==> src/pkg/spi_link_defs.svh <==
// Constants shared by both ends of the serial register-access link
`ifndef SPI_LINK_DEFS_SVH
`define SPI_LINK_DEFS_SVH
// Header byte codes
`define HDR_ADAD_NI 8'h40
`define HDR_ADAD_IL 8'h48
`define HDR_ADDD_RW 8'h43
`define HDR_ADDD_NI 8'h41
`define HDR_ADDD_IL 8'h49
// Address byte layout
`define RD_BIT 7
`define FIFO_TOP 7'h1F
`define REG_COUNT 128
`define LAST_BIT_IDX 3'h7
// Device register locations
`define SECOND_MODE_ADDR 7'h70
`define PAD_SEL_BIT 0
`define STATUS_ADDR 7'h71
// Strap capture delay after reset release
`define STRAP_WAIT 2'h2
// Controller register map
`define A_TX 4'h0
`define A_RX 4'h4
`define A_STAT 4'h8
`define A_DIV 4'hC
`define TX_LAST_BIT 8
`define DIV_RESET 16'h000A
`define RESP_OKAY 2'h0
`define RESP_SLVERR 2'h2
`endif

==> src/pkg/spi_link_pkg.sv <==
// Types shared by both ends of the serial register-access link
`include "spi_link_defs.svh"
package spi_link_pkg;
  typedef enum logic [4:0] {
    IF_NONE = 5'h01, IF_PAR_STROBE = 5'h02, IF_PAR_PLAIN = 5'h04,
    IF_SERIAL = 5'h08, IF_MGMT = 5'h10
  } iface_t;
  typedef enum logic [6:0] {
    D_IDLE = 7'h01, D_HDR = 7'h02, D_ADDR = 7'h04, D_WDATA = 7'h08,
    D_RDSLOT = 7'h10, D_BWR = 7'h20, D_BRD = 7'h40
  } dev_st_t;
  typedef enum logic [4:0] {
    H_IDLE = 5'h01, H_LEAD = 5'h02, H_LOW = 5'h04, H_HIGH = 5'h08, H_HOLD = 5'h10
  } host_st_t;
  typedef struct packed {
    logic [1:0] sclk_s, cs_s, sdr_s, wr_s, rd_s, ale_s;
    logic sclk_p, cs_p;
    logic [1:0] cap_cnt;
    logic captured;
    iface_t iface;
    dev_st_t st;
    logic [7:0] hdr, sh, tx;
    logic [2:0] bitcnt;
    logic [6:0] addr;
    logic [4:0] ptr;
    logic drive, sdx_o, sdx_oe, int_o, int_oe;
    logic [`REG_COUNT-1:0][7:0] regs;
    logic wr_pulse;
    logic [6:0] wr_addr;
    logic [7:0] wr_data;
  } dev_state_t;
  typedef struct packed {
    logic awready, wready, bvalid, arready, rvalid;
    logic [1:0] bresp, rresp;
    logic [31:0] rdata;
    logic [1:0] sdx_s;
    logic [15:0] div, cnt;
    host_st_t st;
    logic [2:0] bitcnt;
    logic [7:0] tx, rxsh, rx;
    logic last, rx_new, cs_n, sclk, serial_in_line;
  } host_state_t;
endpackage : spi_link_pkg

==> src/pkg/spi_link_if.sv <==
// Four-wire serial link between controller and device
interface spi_link_if;
  // Clock, select and data lines
  logic sclk;
  logic cs_n;
  logic serial_in_line;
  logic sdx_o;
  logic sdx_oe;
  logic serial_out_line;
  // Pull-up on the output line covers open-drain and idle
  assign serial_out_line = sdx_oe ? sdx_o : 1'b1;
  modport dev (input sclk, input cs_n, input serial_in_line, input serial_out_line, output sdx_o, output sdx_oe);
  modport host (output sclk, output cs_n, output serial_in_line, input serial_out_line);
endinterface : spi_link_if

==> src/rtl/spi_reg_dev.sv <==
// Device end: serial register-access port with strap capture and interrupt pin
// Operation
// - Straps sampled once at reset release
// - Board strobes parallel bus selection
// - Board ties strobes low for serial
// - Board ties unused pins high
// - Interrupt pin open-drain, low when requested
// - Link uses exactly four lines
// - Select falling edge starts access, header first
// - Sample on rising, shift on falling
// - Select rising edge ends the sequence
// - Bytes of eight bits, MSB first
// - Output pad open-drain or push-pull by bit
// - Header byte chooses sequence type
// - Header 40: pairs, drive only read slots
// - Non-interleaved read returns data next slot
// - Header 48: data overlaps next address
// - Interleaved data in following byte period
// - Header 43: pointer walks low range
// - Write address ends read part; here header 43 reads run on until select rises
`include "spi_link_defs.svh"
module spi_reg_dev (
  // Clock and reset
  input wire logic aclk,
  input wire logic aresetn,
  // Serial link
  spi_link_if.dev link,
  // Strap pins
  input wire logic wr_strap,
  input wire logic rd_strap,
  input wire logic ale_strap,
  // Interrupt sources and pin
  input wire logic [7:0] irq_src,
  output logic int_o,
  output logic int_oe,
  // Register file view
  output spi_link_pkg::iface_t iface,
  output logic out_pad_drive_select,
  output logic reg_wr_pulse,
  output logic [6:0] reg_wr_addr,
  output logic [7:0] reg_wr_data
);
  import spi_link_pkg::*;

  dev_state_t q;
  dev_state_t d;

  // Low range goes through the moving pointer
  function automatic logic [6:0] eff_addr(input logic [6:0] a, input logic [4:0] p);
    logic [4:0] s;
    s = a[4:0] + p;
    if (a <= `FIFO_TOP)
    begin
      eff_addr = {2'h0, s};
    end
    else
    begin
      eff_addr = a;
    end
  endfunction : eff_addr

  always_comb
  begin
    logic [7:0] rx;
    logic ld;
    logic [6:0] ld_a;
    logic wr;
    logic [6:0] wr_a;
    logic rise;
    logic fall;
    logic is_rd;
    rx = '0;
    ld = 1'b0;
    ld_a = '0;
    wr = 1'b0;
    wr_a = '0;
    is_rd = 1'b0;
    d = q;
    // Two-flop synchronisers for all pins
    d.sclk_s = {q.sclk_s[0], link.sclk};
    d.cs_s = {q.cs_s[0], link.cs_n};
    d.sdr_s = {q.sdr_s[0], link.serial_in_line};
    d.wr_s = {q.wr_s[0], wr_strap};
    d.rd_s = {q.rd_s[0], rd_strap};
    d.ale_s = {q.ale_s[0], ale_strap};
    d.sclk_p = q.sclk_s[1];
    d.cs_p = q.cs_s[1];
    rise = q.sclk_s[1] && !q.sclk_p;
    fall = !q.sclk_s[1] && q.sclk_p;
    d.wr_pulse = 1'b0;
    d.int_o = 1'b0;
    d.int_oe = |irq_src;
    // Wait for the synchronisers to settle before latching straps
    if (!q.captured)
    begin
      if (q.cap_cnt == `STRAP_WAIT)
      begin
        d.captured = 1'b1;
        if (q.wr_s[1] && q.rd_s[1] && q.cs_s[1])
        begin
          d.iface = q.ale_s[1] ? IF_PAR_STROBE : IF_PAR_PLAIN;
        end
        else if (!q.wr_s[1] && !q.rd_s[1] && !q.ale_s[1])
        begin
          d.iface = q.cs_s[1] ? IF_SERIAL : IF_MGMT;
        end
        else
        begin
          d.iface = IF_NONE;
        end
      end
      else
      begin
        d.cap_cnt = q.cap_cnt + 2'h1;
      end
    end
    if (q.iface != IF_SERIAL || q.cs_s[1])
    begin
      // Select high drops any partial byte and rearms the header
      d.st = D_HDR;
      d.bitcnt = '0;
      d.drive = 1'b0;
      d.sdx_oe = 1'b0;
      d.ptr = '0;
    end
    else if (q.cs_p)
    begin
      d.st = D_HDR;
      d.bitcnt = '0;
    end
    else if (rise)
    begin
      rx = {q.sh[6:0], q.sdr_s[1]};
      d.sh = rx;
      d.bitcnt = q.bitcnt + 3'h1;
      if (q.bitcnt == `LAST_BIT_IDX)
      begin
        is_rd = rx[`RD_BIT];
        case (q.st)
          D_HDR:
          begin
            d.hdr = rx;
            d.ptr = '0;
            if (rx == `HDR_ADAD_NI || rx == `HDR_ADAD_IL || rx == `HDR_ADDD_RW ||
                rx == `HDR_ADDD_NI || rx == `HDR_ADDD_IL)
            begin
              d.st = D_ADDR;
            end
            else
            begin
              d.st = D_IDLE;
            end
          end
          D_ADDR:
          begin
            d.addr = rx[6:0];
            if (is_rd)
            begin
              ld = 1'b1;
              if (q.hdr == `HDR_ADDD_RW)
              begin
                ld_a = eff_addr(rx[6:0], q.ptr);
                d.ptr = q.ptr + 5'h01;
                d.st = D_BRD;
              end
              else if (q.hdr == `HDR_ADAD_NI || q.hdr == `HDR_ADDD_NI)
              begin
                ld_a = rx[6:0];
                d.st = D_RDSLOT;
              end
              else
              begin
                // Next address may arrive while data goes out
                ld_a = rx[6:0];
                d.st = D_ADDR;
              end
            end
            else if (q.hdr == `HDR_ADAD_NI || q.hdr == `HDR_ADAD_IL)
            begin
              d.st = D_WDATA;
            end
            else
            begin
              d.st = D_BWR;
            end
          end
          D_WDATA:
          begin
            wr = 1'b1;
            wr_a = q.addr;
            d.st = D_ADDR;
          end
          D_RDSLOT:
          begin
            // Host stays silent in this slot
            d.st = D_ADDR;
          end
          D_BWR:
          begin
            wr = 1'b1;
            wr_a = eff_addr(q.addr, q.ptr);
            d.ptr = q.ptr + 5'h01;
          end
          D_BRD:
          begin
            ld = 1'b1;
            ld_a = eff_addr(q.addr, q.ptr);
            d.ptr = q.ptr + 5'h01;
          end
          default:
          begin
            d.st = D_IDLE;
          end
        endcase
        if (ld)
        begin
          d.tx = (ld_a == `STATUS_ADDR) ? irq_src : q.regs[ld_a];
          d.drive = 1'b1;
        end
        else
        begin
          // Release at once so a shared wire is free for the host
          d.drive = 1'b0;
          d.sdx_oe = 1'b0;
        end
        if (wr)
        begin
          d.regs[wr_a] = rx;
          d.wr_pulse = 1'b1;
          d.wr_addr = wr_a;
          d.wr_data = rx;
        end
      end
    end
    else if (fall && q.drive)
    begin
      d.sdx_o = q.tx[7];
      d.tx = {q.tx[6:0], 1'b0};
      if (q.regs[`SECOND_MODE_ADDR][`PAD_SEL_BIT])
      begin
        d.sdx_oe = 1'b1;
      end
      else
      begin
        d.sdx_oe = !q.tx[7];
      end
    end
  end

  always_ff @(posedge aclk)
  begin
    if (!aresetn)
    begin
      q <= '0;
      q.sclk_s <= 2'h3;
      q.cs_s <= 2'h3;
      q.sclk_p <= 1'b1;
      q.cs_p <= 1'b1;
      q.sdx_o <= 1'b1;
      q.iface <= IF_NONE;
      q.st <= D_HDR;
    end
    else
    begin
      q <= d;
    end
  end

  assign link.sdx_o = q.sdx_o;
  assign link.sdx_oe = q.sdx_oe;
  assign int_o = q.int_o;
  assign int_oe = q.int_oe;
  assign iface = q.iface;
  assign out_pad_drive_select = q.regs[`SECOND_MODE_ADDR][`PAD_SEL_BIT];
  assign reg_wr_pulse = q.wr_pulse;
  assign reg_wr_addr = q.wr_addr;
  assign reg_wr_data = q.wr_data;
endmodule : spi_reg_dev

==> src/flat_wrapper.sv <==
// flat-port wrapper written by rule: the top's interface ports become plain ports
module spi_reg_dev_flat import spi_link_pkg::*;
  (aclk, aresetn, wr_strap, rd_strap, ale_strap, irq_src, int_o, int_oe, iface, out_pad_drive_select, reg_wr_pulse, reg_wr_addr, reg_wr_data, link_sclk, link_cs_n, link_serial_in_line, link_sdx_o, link_sdx_oe);
  spi_link_if link_i ();
  input wire logic aclk;
  input wire logic aresetn;
  input wire logic wr_strap;
  input wire logic rd_strap;
  input wire logic ale_strap;
  input wire logic [7:0] irq_src;
  output logic int_o;
  output logic int_oe;
  output spi_link_pkg::iface_t iface;
  output logic out_pad_drive_select;
  output logic reg_wr_pulse;
  output logic [6:0] reg_wr_addr;
  output logic [7:0] reg_wr_data;
  input wire logic [$bits(link_i.sclk)-1:0] link_sclk;
  input wire logic [$bits(link_i.cs_n)-1:0] link_cs_n;
  input wire logic [$bits(link_i.serial_in_line)-1:0] link_serial_in_line;
  output wire logic [$bits(link_i.sdx_o)-1:0] link_sdx_o;
  output wire logic [$bits(link_i.sdx_oe)-1:0] link_sdx_oe;
  assign link_i.sclk = link_sclk;
  assign link_i.cs_n = link_cs_n;
  assign link_i.serial_in_line = link_serial_in_line;
  assign link_sdx_o = link_i.sdx_o;
  assign link_sdx_oe = link_i.sdx_oe;
  spi_reg_dev u_core (.aclk(aclk), .aresetn(aresetn), .link(link_i), .wr_strap(wr_strap), .rd_strap(rd_strap), .ale_strap(ale_strap), .irq_src(irq_src), .int_o(int_o), .int_oe(int_oe), .iface(iface), .out_pad_drive_select(out_pad_drive_select), .reg_wr_pulse(reg_wr_pulse), .reg_wr_addr(reg_wr_addr), .reg_wr_data(reg_wr_data));
endmodule
==> config.mk <==
export PLATFORM = sky130hd
export DESIGN_NAME = spi_reg_dev_flat
export DESIGN_NICKNAME = d
export VERILOG_FILES = /design/src/pkg/spi_link_pkg.sv /design/src/pkg/spi_link_if.sv /design/src/rtl/spi_reg_dev.sv /design/src/flat_wrapper.sv
export VERILOG_INCLUDE_DIRS = /design/src /design/src/pkg
export SDC_FILE = /design/constraint.sdc
export NUM_CORES = 2
export LEC_CHECK = 0
export ABC_AREA = 1
export BUFFER_PORTS_ARGS = -buffer_cell sky130_fd_sc_hd__buf_2
export CORE_UTILIZATION = 45
export DETAILED_ROUTE_END_ITERATION = 6
export MAX_ROUTING_LAYER = met4
export SLEW_MARGIN = 10
export SYNTH_ARGS = -nofsm -noshare
export SYNTH_HDL_FRONTEND = slang
export SYNTH_SLANG_ARGS = --single-unit
==> constraint.sdc <==
create_clock -name aclk -period 4.2 [get_ports aclk]
set_input_delay 0.42 -clock aclk [delete_from_list [all_inputs] [get_ports aclk]]
set_output_delay 0.42 -clock aclk [all_outputs]
set_load 0.005 [all_outputs]
; ---- Yosys cells after proc, flatten, opt, wreduce, memory -nomap -nowiden
; Cells that the tools add are included.
[totals]
reg_bits = 1112
in_bits = 16
output_inout_bits = 26
[classes]
add_sub_neg = 5
n_lt_le_gt_ge = 5
eq_ne = 24
mux = 58
n_bitwise = 8
reduce_logical = 42
[op_table]
columns = operator, count
row1 = $mux W1040, 1
row2 = $bwmux W1024, 1
row3 = $mux W7, 14
row4 = $eq A8 B7 Y1 const B, 9
row5 = $mux W8, 8
row6 = $bmux W8 S7, 1
row7 = $demux W8 S7, 1
row8 = $mux W5, 6
row9 = $pmux W7 S2, 2
row10 = $pmux W7 S4, 1
row11 = $reduce_and A5 Y1, 4
row12 = $lt A7 B8 Y1 const B, 2
row13 = $mux W1, 15
row14 = $pmux W5 S3, 1
row15 = $eq A7 B7 Y1 const B, 2
row16 = $le A7 B5 Y1 const B, 2
row17 = $mux W6, 2
row18 = $add A5 B5 Y5, 2
row19 = $reduce_and A3 Y1, 3
row20 = $logic_and A1 B1 Y1, 8
row21 = $not A1 Y1, 8
row22 = $reduce_and A4 Y1, 2
row23 = $reduce_or A2 Y1, 4
row24 = $reduce_or A8 Y1, 1
row25 = other kinds (25), 42

; ---- Depth between registers and ports, before layout
[logic_depth]
depth_word = 15
depth_mapped = 26

; ---- Least setup slack after synthesis
; OpenSTA, ideal clock, no wires.
[synth_timing]
path_type = register to register
from = register u_core.q[1068] in the netlist's numbering
to = register u_core.q[1061] in the netlist's numbering
setup_ns = 0.132
t_arrival_ns = 2.637
required_ns = 4.068
path_slack_ns = 1.431
stages_incl_launch_ff = 24
n_path_buf = 3
path_cell_list = dfxtp_1 -> inv_2 -> clkbuf_1 -> fa_1 -> inv_1 -> nand2_1 -> nand2_1 -> a21oi_1 -> inv_1 -> nand2_1 -> nand3_1 -> nand2_1 -> nand2_1 -> nand2_1 -> nand2_1 -> clkbuf_1 -> clkbuf_1 -> nand3_1 -> nand3_1 -> nand3_1 -> nand3_1 -> nand2_1 -> nand2_1 -> a21oi_1
[synth_via]
elab_chain_len = 15
[synth_lines]
columns = element, line_no
row1 = start: declaration, spi_reg_dev.sv:45  ; dev_state_t q;
row2 = $le A7 B5 Y1 (no line) or $add A5 B5 Y5 (tied branches), n/a
row3 = $mux W7, spi_reg_dev.sv:52  ; if (a <= `FIFO_TOP)
row4 = $mux W7 *, spi_reg_dev.sv:160  ; if (q.hdr == `HDR_ADDD_RW)
row5 = $mux W7 *, spi_reg_dev.sv:157  ; if (is_rd)
row6 = $pmux W7 S2 *, spi_reg_dev.sv:139  ; case (q.st)
row7 = $mux W7 *, spi_reg_dev.sv:136  ; if (q.bitcnt == `LAST_BIT_IDX)
row8 = $mux W7 *, spi_reg_dev.sv:131  ; else if (rise)
row9 = $mux W7 *, spi_reg_dev.sv:126  ; else if (q.cs_p)
row10 = $mux W7 *, spi_reg_dev.sv:117  ; if (q.iface != IF_SERIAL || q.cs_s[1])
row11 = $bmux W8 S7, spi_reg_dev.sv:217  ; d.tx = (ld_a == `STATUS_ADDR) ? irq_src : q.regs[ld_a];
row12 = $mux W8 (implied by the code), spi_reg_dev.sv:217
row13 = $mux W8 *, spi_reg_dev.sv:217
row14 = $mux W8 *, spi_reg_dev.sv:215  ; if (ld)
row15 = $mux W8 *, spi_reg_dev.sv:136
row16 = $mux W8 *, spi_reg_dev.sv:131
; Every way passes the cells marked *; elsewhere a longest branch is shown, timed or not. The select of a mux whose other input is x is not followed.
; A chain may end at the register's enable or synchronous reset.

; ---- Worst setup path in the final report
[layout_timing]
from = register u_core.q[1072] in the netlist's numbering
to = register u_core.q[1063] in the netlist's numbering
[layout_via]
elab_chain_len = 15
[layout_lines]
columns = element, line_no
row1 = $le A7 B5 Y1 (no line), n/a
row2 = $mux W7, spi_reg_dev.sv:52
row3 = $mux W7 *, spi_reg_dev.sv:160
row4 = $mux W7 *, spi_reg_dev.sv:157
row5 = $pmux W7 S2 *, spi_reg_dev.sv:139
row6 = $mux W7 *, spi_reg_dev.sv:136
row7 = $mux W7 *, spi_reg_dev.sv:131
row8 = $mux W7 *, spi_reg_dev.sv:126
row9 = $mux W7 *, spi_reg_dev.sv:117
row10 = $bmux W8 S7, spi_reg_dev.sv:217
row11 = $mux W8 (implied by the code), spi_reg_dev.sv:217
row12 = $mux W8 *, spi_reg_dev.sv:217
row13 = $mux W8 *, spi_reg_dev.sv:215
row14 = $mux W8 *, spi_reg_dev.sv:136
row15 = $mux W8 *, spi_reg_dev.sv:131
; Marks and branches as above.

==> summary.txt <==
Floorplanning
  • Core Region: 113000 um2
  • Io pins: 42
  • Die area: 116000 um2
  • Starting Density: 45.6%
  • Die Y: 340 um
  • DIE WIDTH: 340 um
  • Rows: 123

Placement
  • Final HPWL DP: 95600 um
  • Gpl congestion: 0.943
  • Port bufs: 40
  • Dpl cells: 7957

Setup path
  • Critical path type: reg -> reg
  • Worst Path Max Fanout: 46
  • FF-to-FF path depth: 17
  • Reg-to-Reg Start: u_core.q[1072]$_SDFFE_PN0P_
  • CP startpoint: u_core.q[1072]$_SDFFE_PN0P_
  • Startpoint Class: flip-flop
  • Worst EP required: 4.80 ns
  • Crit path DAT: 4.54 ns
  • Setup crit end kind: flip-flop

Synth
  • Syn Std Cell Area: 51600 um2
  • Largest family of logic cells by synthesized area: compound AO/OA/AOI/OAI gates
  • Cells after Synth: 6961
  • Ranking of synthesized cells by area: dfxtp_1 43%, a21oi_1 11%, o21ai_0 9.9%, nand3_1 8.6%, nand2_1 5.6%
  • Post-synthesis sequential area ratio: 43.1%
  • Library cells used by synthesis: 49
  • Yosys top cell area share: 43.1%
  • Cell taking the most area after synthesis: dfxtp_1
  • Simple-Gate Fraction of Synth Area: 21.1%
  • Post-synth ARST share: 0%
  • Adder-cell area share of the yosys netlist: 0.369%
  • Xor/xnor share of the synthesized area: 0.119%
  • Synth warn: 0
  • Post-synthesis mux area share: 0%
  • Yosys reg bits: 1111
  • Post-synthesis compound-gate area fraction: 24.3%
  • Synthesized net count: 6991
  • Top FF cell, synth: dfxtp_1
  • Number of synthesized flops with an enable pin: 0
  • Avg Cell Area, Syn: 7.41 um2

Final layout
  • Non-filler instance count after layout: 8190
  • Most frequent cells in the layout: 1112 x a21oi_1, 1111 x dfxtp_1, 1017 x o21ai_0
  • Fin util: 49.4%
  • NumNets Final: 6617
  • Commonest non-fill, non-tap cell in the layout: a21oi_1
  • Area growth, synth to finish: 8.23%
  • Fraction of layout cells with a size suffix above 1: 8.39%

Pwr
  • Clock power share: 50.1%
  • Pleak: 21.4 nW
  • Internal power: 17.1 mW
  • Proportion of power drawn by combinational gates: 1.4%
  • IR Drop Worst-Case VDD: 0.365 mV
  • Psw: 4.76 mW
  • Sequential power share: 48.5%
  • Total power: 21.8 mW
  • Switching share of power: 21.8%
  • Pwr Density: 391 nW/um2

STA
  • Max-slew headroom: 5.64%
  • Clk_skew: 0.0560 ns
  • Fin Setup TNS: 0 ns
  • RSZ-0062 raised after global routing: false
  • Peak Freq: 0.254 GHz
  • Fin. max-slew vios: 0
  • Min Tclk post-route: 3.94 ns
  • WHS: 0.0706 ns
  • Final Cycle Share: 93.9%
  • Count of final setup violators: 0
  • Slew of the pin with the lowest slew margin: 1.42 ns
  • Hold Fails Final Rpt: 0

Clock network
  • Sinks on Clock Net: 1111
  • Clk slew on worst S/H paths: 0.06 ns
  • Root buffer cell: clkbuf_16
  • H-tree depth: 3
  • CTS tree: yes
  • Worst-Skew Late Latency: 0.73 ns
  • TritonCTS Buffers: 119
  • Resized cells post-CTS: 0
  • CTS max path bufs: 3

GRT
  • Largest net degree at the start of global routing: 261
  • Initial antenna violation count: 3
  • First-pass GRT wire length: 255000 um
  • Gr ovfl total: 0
  • Vias in the first global route: 42363
  • GRT Util Overall: 28.5%

Drt
  • DRC Markers: 0
  • ANT nets after route: 0
  • DR pass1 iterations: 6
  • Initial DRC count: 4631
  • Via/cell ratio: 5.67
  • Wire length per cell: 20.1 um
  • Via count: 46448
  • Final wirelength: 165000 um

Min path
  • Hold Path Depth: 3
  • Hold path startpoint: aresetn
  • Hold/Removal Path Class: in -> reg

Status
  • Status: completed

Flow run
  • Max cap viols: 0
-- power groups by stage --
stage	clock network [mW]	logic [mW]	registers [mW]
global placement	0	0.295	10.8
floorplan	0	0.217	10.8
CTS	11.1	0.300	10.6
finish	10.9	0.304	10.6
detailed placement	0	0.294	10.8
global route	11.5	0.333	10.6
-- Yosys cell counts, drive strengths merged (2+ instances only) --
library cell / instances
nor3: 14
inv: 653
o211ai: 108
a21oi: 1112
xnor2: 3
nand4: 4
clkbuf: 325
a211oi: 3
nor2: 267
a31oi: 2
nand3b: 133
fa: 2
nor3b: 2
nand2: 776
o22ai: 6
buf: 318
xor2: 4
or2: 7
dfxtp: 1111
o21bai: 3
nand3: 884
clkinv: 3
o21ai: 1198
nor4: 6
ha: 12
-- final timing paths --
kind,end,slack [ns]
worst min-delay path,u_core.d[1108]$_SDFF_PN0_,0.07
worst max-delay path,u_core.q[1063]$_SDFFE_PN0P_,0.26
worst max register to register,u_core.q[1063]$_SDFFE_PN0P_,0.26
worst min register to register,u_core.q[1102]$_SDFF_PN0_,0.41
-- per-layer routing --
metal / GRT usage [%] / wire length [um]
met1: 39.8 / 76200
met2: 42.2 / 72700
met3: 3.94 / 11100
met5: - / 0
met4: 8.96 / 4950
-- timing repair --
item,in CTS,in global routing
hold buffers,9,0
endpoints found under the hold margin,7,0
setup buffers,0,0
-- stage by stage --
stage	setup WS, ns	cell area (um2)
final	0.257	55800
after global routing	0.115	55800
after CTS	0.389	55800
after detailed placement	0.426	51600
after global placement	0.450	51600
after floorplan	1.43	51600
-- logic make-up (layout without fill, tap and decap cells) --
| logic type | count (synthesis) | in the layout |
|---|---|---|
| compound gates | 2435 | 2435 |
| simple gates | 2094 | 2094 |
| buf+inv | 1299 | 1027 |
| flops | 1111 | 1111 |
| fa+ha+maj | 14 | 14 |
| xor+xnor | 7 | 7 |
| other cells | 1 | 2 |
-- cell type report --
type / count / area (um2)
well taps: 1500 / 1880
flip-flops and latches: 1111 / 22200
clock inverters: 47 / 548
inverters: 656 / 2520
multi-input cells: 4551 / 23700
repair buffers: 148 / 1370
diodes: 1 / 2.50
clock buffers: 176 / 3530
fillers: 11210 / 57200
-- critical path, stage by stage (launching register included) --
cell and delay [ns]:
dfxtp_1 0.36, nor2_1 0.37, nand3_1 0.30, nand2_1 0.20
nand3_4 0.19, nand2_8 0.32, buf_4 0.53, o21ai_0 0.16
nand2_1 0.08, nand3_1 0.14, nand3_1 0.17, nand3_1 0.30
nand3_1 0.18, nand3_1 0.14, nand3_1 0.12, nand2_1 0.08
nand2_1 0.06, a21oi_1 0.05
No activity file was read; power rests on OpenSTA's default activity.
